## config.mk

```make
export PLATFORM = sky130hd
export DESIGN_NAME = debug_exception_unit
export DESIGN_NICKNAME = d
export VERILOG_FILES = /design/src/core/debug_exception_pkg.sv /design/src/core/debug_exception_unit.sv
export SDC_FILE = /design/constraint.sdc
export NUM_CORES = 1
export LEC_CHECK = 0
export ABC_AREA = 0
export CAP_MARGIN = 20
export CORE_AREA = 2 2 195 139
export DETAILED_ROUTE_END_ITERATION = 6
export DIE_AREA = 0 0 197 141
export DONT_BUFFER_PORTS = 1
export GPL_ROUTABILITY_DRIVEN = 1
export PLACE_DENSITY_LB_ADDON = 0.25
export SLEW_MARGIN = 10
export SYNTH_ARGS = -nofsm -noshare
export SYNTH_HDL_FRONTEND = slang
export SYNTH_SLANG_ARGS = --single-unit
export TNS_END_PERCENT = 1
```

## constraint.sdc

```tcl
create_clock -name ref_clk -period 5.4 [get_ports ref_clk]
set_input_delay 0.54 -clock ref_clk [delete_from_list [all_inputs] [get_ports ref_clk]]
set_output_delay 0.54 -clock ref_clk [all_outputs]
set_load 0.01 [all_outputs]
```

## src/core/debug_exception_pkg.sv

```systemverilog
package debug_exception_pkg;

	// ****************************************
	// debug and software breakpoint vectors
	// ****************************************
	localparam logic [7:0] debug_vector = 8'h01;
	localparam logic [7:0] soft_breakpoint_vector = 8'h03;

	// ****************************************
	// register byte offsets on the bus
	// ****************************************
	localparam logic [7:0] slot0_offset = 8'h00;
	localparam logic [7:0] slot1_offset = 8'h04;
	localparam logic [7:0] slot2_offset = 8'h08;
	localparam logic [7:0] slot3_offset = 8'h0c;
	localparam logic [7:0] debug_status_offset = 8'h18;
	localparam logic [7:0] debug_control_offset = 8'h1c;

	// ****************************************
	// debug status register fields
	// ****************************************
	localparam int slot_hit_pos = 0;
	localparam int access_detected_pos = 13;
	localparam int single_step_pos = 14;
	localparam int task_switch_pos = 15;
	localparam logic [31:0] debug_status_reset = 32'h0000_0000;

	// ****************************************
	// debug control register fields
	// ****************************************
	localparam int local_enable_pos = 0;
	localparam int global_enable_pos = 1;
	localparam int exact_local_pos = 8;
	localparam int exact_global_pos = 9;
	localparam int general_detect_pos = 13;
	localparam int access_type_pos = 16;
	localparam int length_pos = 18;
	localparam int slot_field_stride = 4;
	localparam logic [31:0] debug_control_reset = 32'h0000_0000;
	localparam logic [31:0] slot_reset = 32'h0000_0000;

	// ****************************************
	// field encodings
	// ****************************************
	localparam logic [1:0] type_execute = 2'h0;
	localparam logic [1:0] type_write = 2'h1;
	localparam logic [1:0] type_io = 2'h2;
	localparam logic [1:0] type_read_write = 2'h3;
	localparam logic [1:0] len_one = 2'h0;
	localparam logic [1:0] len_two = 2'h1;
	localparam logic [1:0] len_eight = 2'h2;
	localparam logic [1:0] len_four = 2'h3;

	// ****************************************
	// handler entries not raised by this unit
	// ****************************************
	typedef enum logic [1:0] {
		entry_fault,
		entry_interrupt,
		entry_soft_interrupt,
		entry_trap
	} entry_kind_t;

	// ****************************************
	// instructions that may carry a saved resume flag
	// ****************************************
	typedef enum logic [1:0] {
		load_wide_return,
		load_narrow_return,
		load_flags_pop
	} flag_load_kind_t;

endpackage

```

## src/core/debug_exception_unit.sv

```systemverilog
`timescale 1ns/1ns
// Notes on behaviour
// - debug exceptions use vector 1, software breakpoints use vector 3
// - instruction breakpoint and general detect are faults, all others traps
// - one exception sets every matching cause flag of its class; trap causes in a faulting cycle are dropped
// - slot hit only when enabled; type 0 exec, 1 write, 2 io, 3 read/write
// - general detect sets access-detected flag as fault; task switch flag as trap
// - execution match on slot raises fault before the instruction runs
// - instruction breakpoint and general detect faults take priority over every other exception
// - breakpoint after a stack segment load may be suppressed
// - a set resume flag masks instruction breakpoint matches
// - resume flag clears at an instruction start that raises no fault, after the breakpoint check
// - task switch and wide return load resume flag; pops and narrow return do not
// - non-debug faults, and general detect faults without an instruction breakpoint hit in the same cycle, push resume flag as one
// - interrupt after a non-final string iteration pushes resume flag as one
// - trap from a non-final string iteration pushes resume flag as one
// - other entries push the current resume flag unchanged
// - resume flag leaves data and io breakpoints and other exceptions alone
// - data or io match on types 1 to 3 traps after the instruction
// - data trap raised only after the store has completed
// - exact enable bits are ignored, matching is always exact
// - repeated port strings trap after the iteration that hit
// - length code 00 one byte, 01 two, 11 four, 10 eight
// - data match when any accessed byte lies in the aligned slot range
// - general detect enable faults any debug register access attempt
// - single step traps after an instruction that ran with trap flag set
module debug_exception_unit (
	// clock and reset
	input wire logic ref_clk,
	input wire logic sys_rst,
	// wishbone slave
	input wire logic wb_cyc_i,
	input wire logic wb_stb_i,
	input wire logic wb_we_i,
	input wire logic [7:0] wb_adr_i,
	input wire logic [3:0] wb_sel_i,
	input wire logic [31:0] wb_dat_i,
	output logic [31:0] wb_dat_o,
	output logic wb_ack_o,
	// instruction start
	input wire logic instr_start,
	input wire logic [31:0] instr_addr,
	input wire logic instr_dbg_reg_access,
	input wire logic instr_after_ss_load,
	input wire logic trap_flag,
	// data and io accesses of the current instruction
	input wire logic data_valid,
	input wire logic [31:0] data_addr,
	input wire logic [1:0] data_len,
	input wire logic data_write,
	input wire logic data_io,
	input wire logic data_done,
	// instruction or string iteration completion
	input wire logic instr_retire,
	input wire logic rep_not_last,
	// task switch and resume flag loads
	input wire logic task_switch,
	input wire logic task_trap_bit,
	input wire logic task_resume_image,
	input wire logic flag_load,
	input wire logic [1:0] flag_load_kind,
	input wire logic flag_load_value,
	// software breakpoint and other handler entries
	input wire logic soft_bp,
	input wire logic other_entry,
	input wire logic [1:0] other_entry_kind,
	// exception dispatch
	output logic raise_valid,
	output logic [7:0] raise_vector,
	output logic raise_fault,
	output logic push_valid,
	output logic push_resume_flag,
	output logic resume_flag
);

	// ****************************************
	// helpers
	// ****************************************
	function automatic logic [31:0] range_mask(input logic [1:0] len);
		case (len)
			debug_exception_pkg::len_one: range_mask = 32'h0000_0000;
			debug_exception_pkg::len_two: range_mask = 32'h0000_0001;
			debug_exception_pkg::len_four: range_mask = 32'h0000_0003;
			debug_exception_pkg::len_eight: range_mask = 32'h0000_0007;
			default: range_mask = 32'h0000_0000;
		endcase
	endfunction

	// overlap of two aligned ranges; both bases are masked by the longer of the two lengths
	function automatic logic ranges_hit(input logic [31:0] slot, input logic [1:0] slen,
		input logic [31:0] addr, input logic [1:0] alen);
		logic [31:0] mask;
		mask = range_mask(slen) | range_mask(alen);
		ranges_hit = ((slot & ~mask) == (addr & ~mask));
	endfunction

	// ****************************************
	// register decode
	// ****************************************
	// one decode feeds every write enable, so no two registers can claim one offset
	function automatic logic [5:0] reg_select(input logic [7:0] adr);
		reg_select = 6'h00;
		case (adr)
			debug_exception_pkg::slot0_offset: reg_select = 6'h01;
			debug_exception_pkg::slot1_offset: reg_select = 6'h02;
			debug_exception_pkg::slot2_offset: reg_select = 6'h04;
			debug_exception_pkg::slot3_offset: reg_select = 6'h08;
			debug_exception_pkg::debug_status_offset: reg_select = 6'h10;
			debug_exception_pkg::debug_control_offset: reg_select = 6'h20;
			default: reg_select = 6'h00;
		endcase
	endfunction

	// ****************************************
	// registers
	// ****************************************
	logic [31:0] slot [4];
	logic [31:0] debug_control;
	logic [31:0] debug_status;
	logic [3:0] pending_hits;
	logic step_armed;
	logic bus_req;
	logic [31:0] rd_data;
	logic [3:0] exec_hits;
	logic [3:0] data_hits;
	logic bp_fault;
	logic gd_fault;
	logic any_fault;
	logic step_trap;
	logic task_trap;
	logic data_trap;
	logic any_trap;
	logic [31:0] status_set;
	logic [31:0] bus_wmask;
	logic [5:0] bus_sel;

	assign bus_req = wb_cyc_i & wb_stb_i & ~wb_ack_o;
	assign bus_sel = reg_select(wb_adr_i);

	always_comb begin
		bus_wmask = {{8{wb_sel_i[3]}}, {8{wb_sel_i[2]}}, {8{wb_sel_i[1]}}, {8{wb_sel_i[0]}}};
	end

	// ****************************************
	// breakpoint matching
	// ****************************************
	always_comb begin
		exec_hits = 4'h0;
		data_hits = 4'h0;
		for (int n = 0; n < 4; n++) begin
			logic en;
			logic [1:0] kind;
			logic [1:0] len;
			en = debug_control[debug_exception_pkg::local_enable_pos + 2 * n]
				| debug_control[debug_exception_pkg::global_enable_pos + 2 * n];
			kind = debug_control[debug_exception_pkg::access_type_pos
				+ debug_exception_pkg::slot_field_stride * n +: 2];
			len = debug_control[debug_exception_pkg::length_pos
				+ debug_exception_pkg::slot_field_stride * n +: 2];
			// exact enables take no part in matching
			if (en && kind == debug_exception_pkg::type_execute && instr_start
				&& instr_addr == slot[n]) begin
				exec_hits[n] = 1'b1;
			end
			if (en && data_valid && ranges_hit(slot[n], len, data_addr, data_len)) begin
				case (kind)
					debug_exception_pkg::type_write: data_hits[n] = data_write & ~data_io;
					debug_exception_pkg::type_io: data_hits[n] = data_io;
					debug_exception_pkg::type_read_write: data_hits[n] = ~data_io;
					default: data_hits[n] = 1'b0;
				endcase
			end
		end
	end

	// ****************************************
	// exception classification
	// ****************************************
	always_comb begin
		// a set resume flag or a stack segment load masks only execution breakpoints
		bp_fault = (|exec_hits) & ~resume_flag & ~instr_after_ss_load;
		gd_fault = instr_start & instr_dbg_reg_access
			& debug_control[debug_exception_pkg::general_detect_pos];
		any_fault = bp_fault | gd_fault;
		// data and step traps wait for retire, and the data trap also waits for the store to be done
		data_trap = instr_retire & data_done & (|(pending_hits | data_hits));
		step_trap = instr_retire & step_armed;
		task_trap = task_switch & task_trap_bit;
		any_trap = data_trap | step_trap | task_trap;
		status_set = 32'h0000_0000;
		if (any_fault) begin
			status_set[debug_exception_pkg::slot_hit_pos +: 4] = bp_fault ? exec_hits : 4'h0;
			status_set[debug_exception_pkg::access_detected_pos] = gd_fault;
		end else if (any_trap) begin
			status_set[debug_exception_pkg::slot_hit_pos +: 4] = data_trap ? (pending_hits | data_hits) : 4'h0;
			status_set[debug_exception_pkg::single_step_pos] = step_trap;
			status_set[debug_exception_pkg::task_switch_pos] = task_trap;
		end
	end

	// ****************************************
	// wishbone slave
	// ****************************************
	always_ff @(posedge ref_clk) begin
		if (sys_rst) begin
			wb_ack_o <= 1'b0;
		end else begin
			wb_ack_o <= bus_req;
		end
	end

	always_comb begin
		case (wb_adr_i)
			debug_exception_pkg::slot0_offset: rd_data = slot[0];
			debug_exception_pkg::slot1_offset: rd_data = slot[1];
			debug_exception_pkg::slot2_offset: rd_data = slot[2];
			debug_exception_pkg::slot3_offset: rd_data = slot[3];
			debug_exception_pkg::debug_status_offset: rd_data = debug_status;
			debug_exception_pkg::debug_control_offset: rd_data = debug_control;
			default: rd_data = 32'h0000_0000;
		endcase
	end

	always_ff @(posedge ref_clk) begin
		if (sys_rst) begin
			wb_dat_o <= 32'h0000_0000;
		end else if (bus_req && !wb_we_i) begin
			wb_dat_o <= rd_data;
		end
	end

	always_ff @(posedge ref_clk) begin
		if (sys_rst) begin
			for (int n = 0; n < 4; n++) begin
				slot[n] <= debug_exception_pkg::slot_reset;
			end
		end else if (bus_req && wb_we_i) begin
			for (int n = 0; n < 4; n++) begin
				if (bus_sel[n]) begin
					slot[n] <= (slot[n] & ~bus_wmask) | (wb_dat_i & bus_wmask);
				end
			end
		end
	end

	always_ff @(posedge ref_clk) begin
		if (sys_rst) begin
			debug_control <= debug_exception_pkg::debug_control_reset;
		end else if (bus_req && wb_we_i && bus_sel[5]) begin
			debug_control <= (debug_control & ~bus_wmask) | (wb_dat_i & bus_wmask);
		end
	end

	// software may rewrite status, but a cause set in the same cycle still wins
	always_ff @(posedge ref_clk) begin
		if (sys_rst) begin
			debug_status <= debug_exception_pkg::debug_status_reset;
		end else if (bus_req && wb_we_i && bus_sel[4]) begin
			debug_status <= (debug_status & ~bus_wmask) | (wb_dat_i & bus_wmask) | status_set;
		end else begin
			debug_status <= debug_status | status_set;
		end
	end

	// ****************************************
	// per-instruction tracking
	// ****************************************
	always_ff @(posedge ref_clk) begin
		if (sys_rst) begin
			pending_hits <= 4'h0;
		end else if (instr_retire || any_fault) begin
			pending_hits <= 4'h0;
		end else begin
			pending_hits <= pending_hits | data_hits;
		end
	end

	// trap flag sampled at start, so the instruction that sets it does not step
	always_ff @(posedge ref_clk) begin
		if (sys_rst) begin
			step_armed <= 1'b0;
		end else if (instr_start) begin
			step_armed <= trap_flag & ~any_fault;
		end else if (instr_retire) begin
			step_armed <= 1'b0;
		end
	end

	// ****************************************
	// resume flag
	// ****************************************
	always_ff @(posedge ref_clk) begin
		if (sys_rst) begin
			resume_flag <= 1'b0;
		end else if (task_switch) begin
			resume_flag <= task_resume_image;
		end else if (flag_load && flag_load_kind == debug_exception_pkg::load_wide_return) begin
			resume_flag <= flag_load_value;
		end else if (instr_start && !any_fault) begin
			resume_flag <= 1'b0;
		end
	end

	// ****************************************
	// dispatch and saved flag image
	// ****************************************
	always_ff @(posedge ref_clk) begin
		if (sys_rst) begin
			raise_valid <= 1'b0;
			raise_vector <= 8'h00;
			raise_fault <= 1'b0;
		end else if (any_fault || any_trap) begin
			raise_valid <= 1'b1;
			raise_vector <= debug_exception_pkg::debug_vector;
			raise_fault <= any_fault;
		end else if (soft_bp) begin
			raise_valid <= 1'b1;
			raise_vector <= debug_exception_pkg::soft_breakpoint_vector;
			raise_fault <= 1'b0;
		end else begin
			raise_valid <= 1'b0;
			raise_vector <= 8'h00;
			raise_fault <= 1'b0;
		end
	end

	always_ff @(posedge ref_clk) begin
		if (sys_rst) begin
			push_valid <= 1'b0;
			push_resume_flag <= 1'b0;
		end else if (any_fault) begin
			push_valid <= 1'b1;
			push_resume_flag <= bp_fault ? resume_flag : 1'b1;
		end else if (any_trap) begin
			push_valid <= 1'b1;
			push_resume_flag <= (instr_retire && rep_not_last) | resume_flag;
		end else if (soft_bp) begin
			push_valid <= 1'b1;
			push_resume_flag <= resume_flag;
		end else if (other_entry) begin
			push_valid <= 1'b1;
			case (other_entry_kind)
				debug_exception_pkg::entry_fault: push_resume_flag <= 1'b1;
				debug_exception_pkg::entry_interrupt, debug_exception_pkg::entry_trap:
					push_resume_flag <= rep_not_last | resume_flag;
				default: push_resume_flag <= resume_flag;
			endcase
		end else begin
			push_valid <= 1'b0;
			push_resume_flag <= 1'b0;
		end
	end

endmodule

```

# [After elaboration in Yosys (flattened, before gate mapping)]
# Memories as Yosys holds them, arrays and structs flattened.
# Index checks and enable logic that the tools add are counted.
# W data, S select, Z words.
[totals] regBits=109 latchBits=0 mem_bits_rw=128 romBits=0 out_inout_bits=46 word_cells=239 mem_count=1
[mem_list] memory="slot" words=4 width=32 rd=4 rd_ports_with_merged_regs=0 wr=4 line="debug_exception_unit.sv:117" text="logic [31:0] slot [4];"
[op_classes] n_addsub=0 multipliers=0 n_div=0 n_lt_le_gt_ge=0 eq_ne=42 shifts=0 muxes=68 n_bitwise=64 n_reduce_logical=51
[op_table] operator="$pmux W32 S4" count=5
[op_table] operator="$and A32 B32 Y32" count=15
[op_table] operator="$or A32 B32 Y32" count=10
[op_table] operator="$eq A32 B32 Y1" count=8
[op_table] operator="$pmux W32 S6" count=1
[op_table] operator="$mux W32" count=5
[op_table] operator="$not A32 Y32" count=5
[op_table] operator="$or A32 B16 Y32" count=2
[op_table] operator="$mux W1" count=44
[op_table] operator="$eq A2 B2 Y1 const B" count=19
[op_table] operator="$pmux W6 S6" count=1
[op_table] operator="$logic_and A1 B1 Y1" count=27
[op_table] operator="$logic_not A2 Y1" count=11
[op_table] operator="$eq A2 B1 Y1 const B" count=10
[op_table] operator="$eq A8 B4 Y1 const B" count=2
[op_table] operator="$eq A8 B5 Y1 const B" count=2
[op_table] operator="$mux W4" count=4
[op_table] operator="$or A1 B1 Y1" count=13
[op_table] operator="$and A1 B1 Y1" count=12
[op_table] operator="$pmux W1 S3" count=4
[op_table] operator="$eq A8 B3 Y1 const B" count=1
[op_table] operator="$logic_not A8 Y1" count=1
[op_table] operator="$reduce_or A2 Y1" count=4
[op_table] operator="$reduce_or A4 Y1" count=2
[op_table] operator="other kinds (8)" count=17

# [Logic depth before layout (Yosys ltp)]
[depth] ltp_word=17 depth_mapped=9 depth_no_buf=7

# [Least setup slack after synthesis]
# No wires, ideal clock.
[synth_path] path_type="input to register" from="input port wb_adr_i[0]" to="memory slot[2][0], enable pin" setup_ns=0.470 t_arrival_ns=4.233 required_time_ns=4.930 setup_slack_ns=0.696 path_stages=7 path_cell_list="or4_4 > nor2_4 > nand2_2 > or2_1 > buf_2 > clkbuf_1 > o31ai_1"
[synth_rtl] item="start, declared" line="debug_exception_unit.sv:35" text="input wire logic [7:0] wb_adr_i,"
[synth_rtl] item="end, declared" line="debug_exception_unit.sv:117"

==> flow_summary_export.csv <==
group,metric,value,unit
finish,fin_area,0.0150,sq mm
setup_path,rr_worst_depth,7,
setup_path,cp.buffers_inverters,0,
timing,maxClockFrequency,0.332,GHz
setup_path,end_kind,"flip-flop",
place,dp_hpwl,39800,um
grt,grt.total_usage,38.1,%
yosys,post_synth_num_cell_types,52,
setup_path,number_of_gates_on_the_worst_path_with_buffers_counted,7,
floorplanning,die_area,0.0278,sq mm
timing,final.period_utilization,55.7,%
clock_network,cts_buffers,24,
floorplanning,core_region_area,0.0262,sq mm
clock_network,htree_num_levels,1,
setup_path,path_delay_family,"simple AND/OR/NAND/NOR gates",
finish,finish.utilization,57.3,%
routing,drt.antenna.violating_nets,0,
power_and_ir_drop,irDropWorstVdd,0.225,mV
finish,instances_no_fill,1760,
setup_path,timing.critical_path.from,"slot[3][19]",
yosys,synth_top_cell_area_share,27.4,%
timing,timing_worst_slew_pin_value,1160,ps
setup_path,critical_path.max_stage_delay,760,ps
clock_network,cts_setup_buffers,0,
clock_network,cts_hold_buf,0,
clock_network,clock_latency,560,ps
setup_path,timing.setup.critical_path_class,"reg2reg",
timing,worst_slack,2390,ps
place,routabilityCongestion,1.06,
power_and_ir_drop,p_leak,5.08,nW
clock_network,clockBufferDepth,3,
yosys,synth_area_leader_cell,"edfxtp_1",
floorplanning,start_util,53.7,%
setup_path,worst-path-max-fanout,10,
yosys,ys_seq_area_share,42.7,%
outcome,run_status,"complete, no violations",
setup_path,path_cells,"xor2_1 -> nor4_1 -> o2111ai_1 -> nor3_1 -> o41ai_4 -> nand2_1 -> o41a_1",
floorplanning,io_pins,182,
timing,relSlewSlack,22.4,%
clock_network,cts_root_buf,"clkbuf_16",
setup_path,required_time_of_the_critical_path,5900,ps
timing,finalSetupTns,0,ps
finish,design.final.nets,1541,
hold_path,min_path_type,"in2reg",
place,place_inst,1716,
power_and_ir_drop,power-per-cell-area,281,mW/mm^2
clock_network,cts_tree,"built",
routing,residual_drc_count,0,
routing,dr_total_vias,11707,
floorplanning,chipHeight,141,um
place,placement.setup.worst_slack,2180,ps
place,dpl_cell_area,0.0141,sq mm
routing,drt_iter0_markers,1654,
yosys,synthesis.area,0.0141,sq mm
finish,drive_gt1_share,5.28,%
yosys,synth_enable_flop_cells,128,
grt,grt-ovfl-total,0,
clock_network,postCtsResizedCells,0,
grt,largest_net_degree_at_the_start_of_global_routing,78,
setup_path,regToRegEndpoint,"push_valid",
setup_path,arrival,3500,ps
grt,grt_pass1_wl,77000,um
setup_path,critical_path.endpoint,"push_valid",
finish,syn_to_final_growth,6.60,%
finish,fill_cells,2303,
timing,rsz0062_at_grt,"false",
yosys,ys_async_sr_fraction,0,%
timing,finalMaxSlewViolations,0,
job,cap_viol_max_count,0,
finish,layout_commonest_cell,"a21oi_1",
routing,drt_pass_1_iters,6,
yosys,synth_cells,1482,
grt,use_met3,15.8,%
setup_path,timing.reg2reg.setup_slack,2390,ps
setup_path,cp-start-kind,"flip-flop",
place,io_buffer_count,0,
yosys,ys_ff_latch,236,
grt,met1_usage,54.8,%
yosys,most_used_dff_post_synth,"edfxtp_1",
grt,grt_pass1_vias,10972,
timing,timing_hold_violations_final,0,
grt,gr-usage-met2,53.7,%
timing,timing.final.crit_period,3010,ps
yosys,syn_avg_cell_area,9.48,sq um
finish,layout.cells.most_common_list,"161 x a21oi_1, 138 x xor2_1, 129 x nand2b_1",
timing,final-setup-viol-count,0,
routing,drt_wirelength,53800,um
clock_network,path_clk_slew,70,ps
timing,timing.clock.skew,14.1,ps
setup_path,crit-reg2reg-launch,"slot[3][19]",
floorplanning,die-width,197,um
grt,grt_antenna_before_repair,4,
floorplanning,rows,50,
setup_path,timing.critical_path.slowest_stage_cell,"nor4_1",
clock_network,cts.sinks,236,
routing,routed_via_density,6.65,
yosys,ys_top_cells_by_area,"edfxtp_1 27%, dfxtp_1 15%, xor2_1 8.6%, xnor2_1 7.5%, mux2i_1 6.3%",
routing,wire_per_inst,30.6,um
yosys,ys.warnings.count,0,
grt,global_route.peak_usage_layer,"met1",
-- worst min path at each step --
stage | depth (start not counted) | from | endpoint
floorplan | 2 | debug_status[10] | debug_status[10]
global placement | 2 | flip-flop | flip-flop
detailed placement | 2 | flip-flop | flip-flop
CTS | 1 | sys_rst | flip-flop
global route | 1 | sys_rst | wb_ack_o
finish | 1 | sys_rst | wb_ack_o
-- logic make-up (layout without fill, tap and decap cells) --
group	Yosys count	in the layout	share of synthesized area [%]
AOI/OAI and AO/OA	309	309	13.9
and+or+nand+nor	462	462	17.1
buffers and inverters	127	61	3.89
other	1	7	0.0267
xor gates and xnor gates	259	259	16.1
muxes	88	88	6.27
DFF	236	236	42.7
-- area by class of cell --
type / instances / area, sq um / area share [%]
multi-input combinational: 1124 / 7590 / 50.7
sequential: 236 / 6010 / 40.1
clock buffer: 33 / 728 / 4.86
tap: 338 / 423 / 2.82
timing repair buffer: 15 / 110 / 0.735
clock inverter: 9 / 108 / 0.718
inverter: 4 / 15.0 / 0.100
antenna: 1 / 2.50 / 0.0167
-- through the flow --
step	hold WS [ps]	total power, mW
global route	44.3	4.30
finish	52.7	4.21
global placement	440	2.42
CTS	45.2	4.20
floorplan	436	2.34
detailed placement	445	2.42
-- cell usage after synthesis (all sizes together) (2+ instances only) --
| library cell | number |
|---|---|
| clkbuf | 99 |
| a41oi | 4 |
| o31ai | 3 |
| o2111ai | 7 |
| inv | 4 |
| buf | 24 |
| nor3b | 2 |
| o21ai | 38 |
| xor2 | 138 |
| nor2 | 77 |
| nor2b | 6 |
| o221ai | 32 |
| edfxtp | 128 |
| nor4 | 45 |
| nand2 | 104 |
| a21oi | 171 |
| nand4 | 33 |
| and2 | 2 |
| nand2b | 129 |
| o211ai | 5 |
| or2 | 2 |
| a221oi | 32 |
| and3 | 4 |
| mux2i | 88 |
| nor3 | 15 |
| dfxtp | 108 |
| nand3 | 39 |
| xnor2 | 121 |
| a31oi | 8 |
-- per-layer routing --
layer | vias to the layer above | routed length [um]
met3 | 91 | 8680
li1 | 5144 | -
met5 | - | 34
met1 | 5704 | 22000
met2 | 762 | 22000
met4 | 6 | 1080
-- worst reg2reg max path, cell delays in order (launching register included) --
cell and delay (ps):
edfxtp_1 470, xor2_1 220, nor4_1 760, o2111ai_1 230, nor3_1 540, o41ai_4 250
nand2_1 300, o41a_1 190
-- report_power, final --
group | leakage, nW | internal [mW] | total [mW] | switching, mW
registers | 2.19 | 1.94 | 2.02 | 0.0790
clock network | 0.409 | 1.04 | 1.81 | 0.768
logic | 2.47 | 0.164 | 0.386 | 0.221
(Power assumes the default switching activity.)
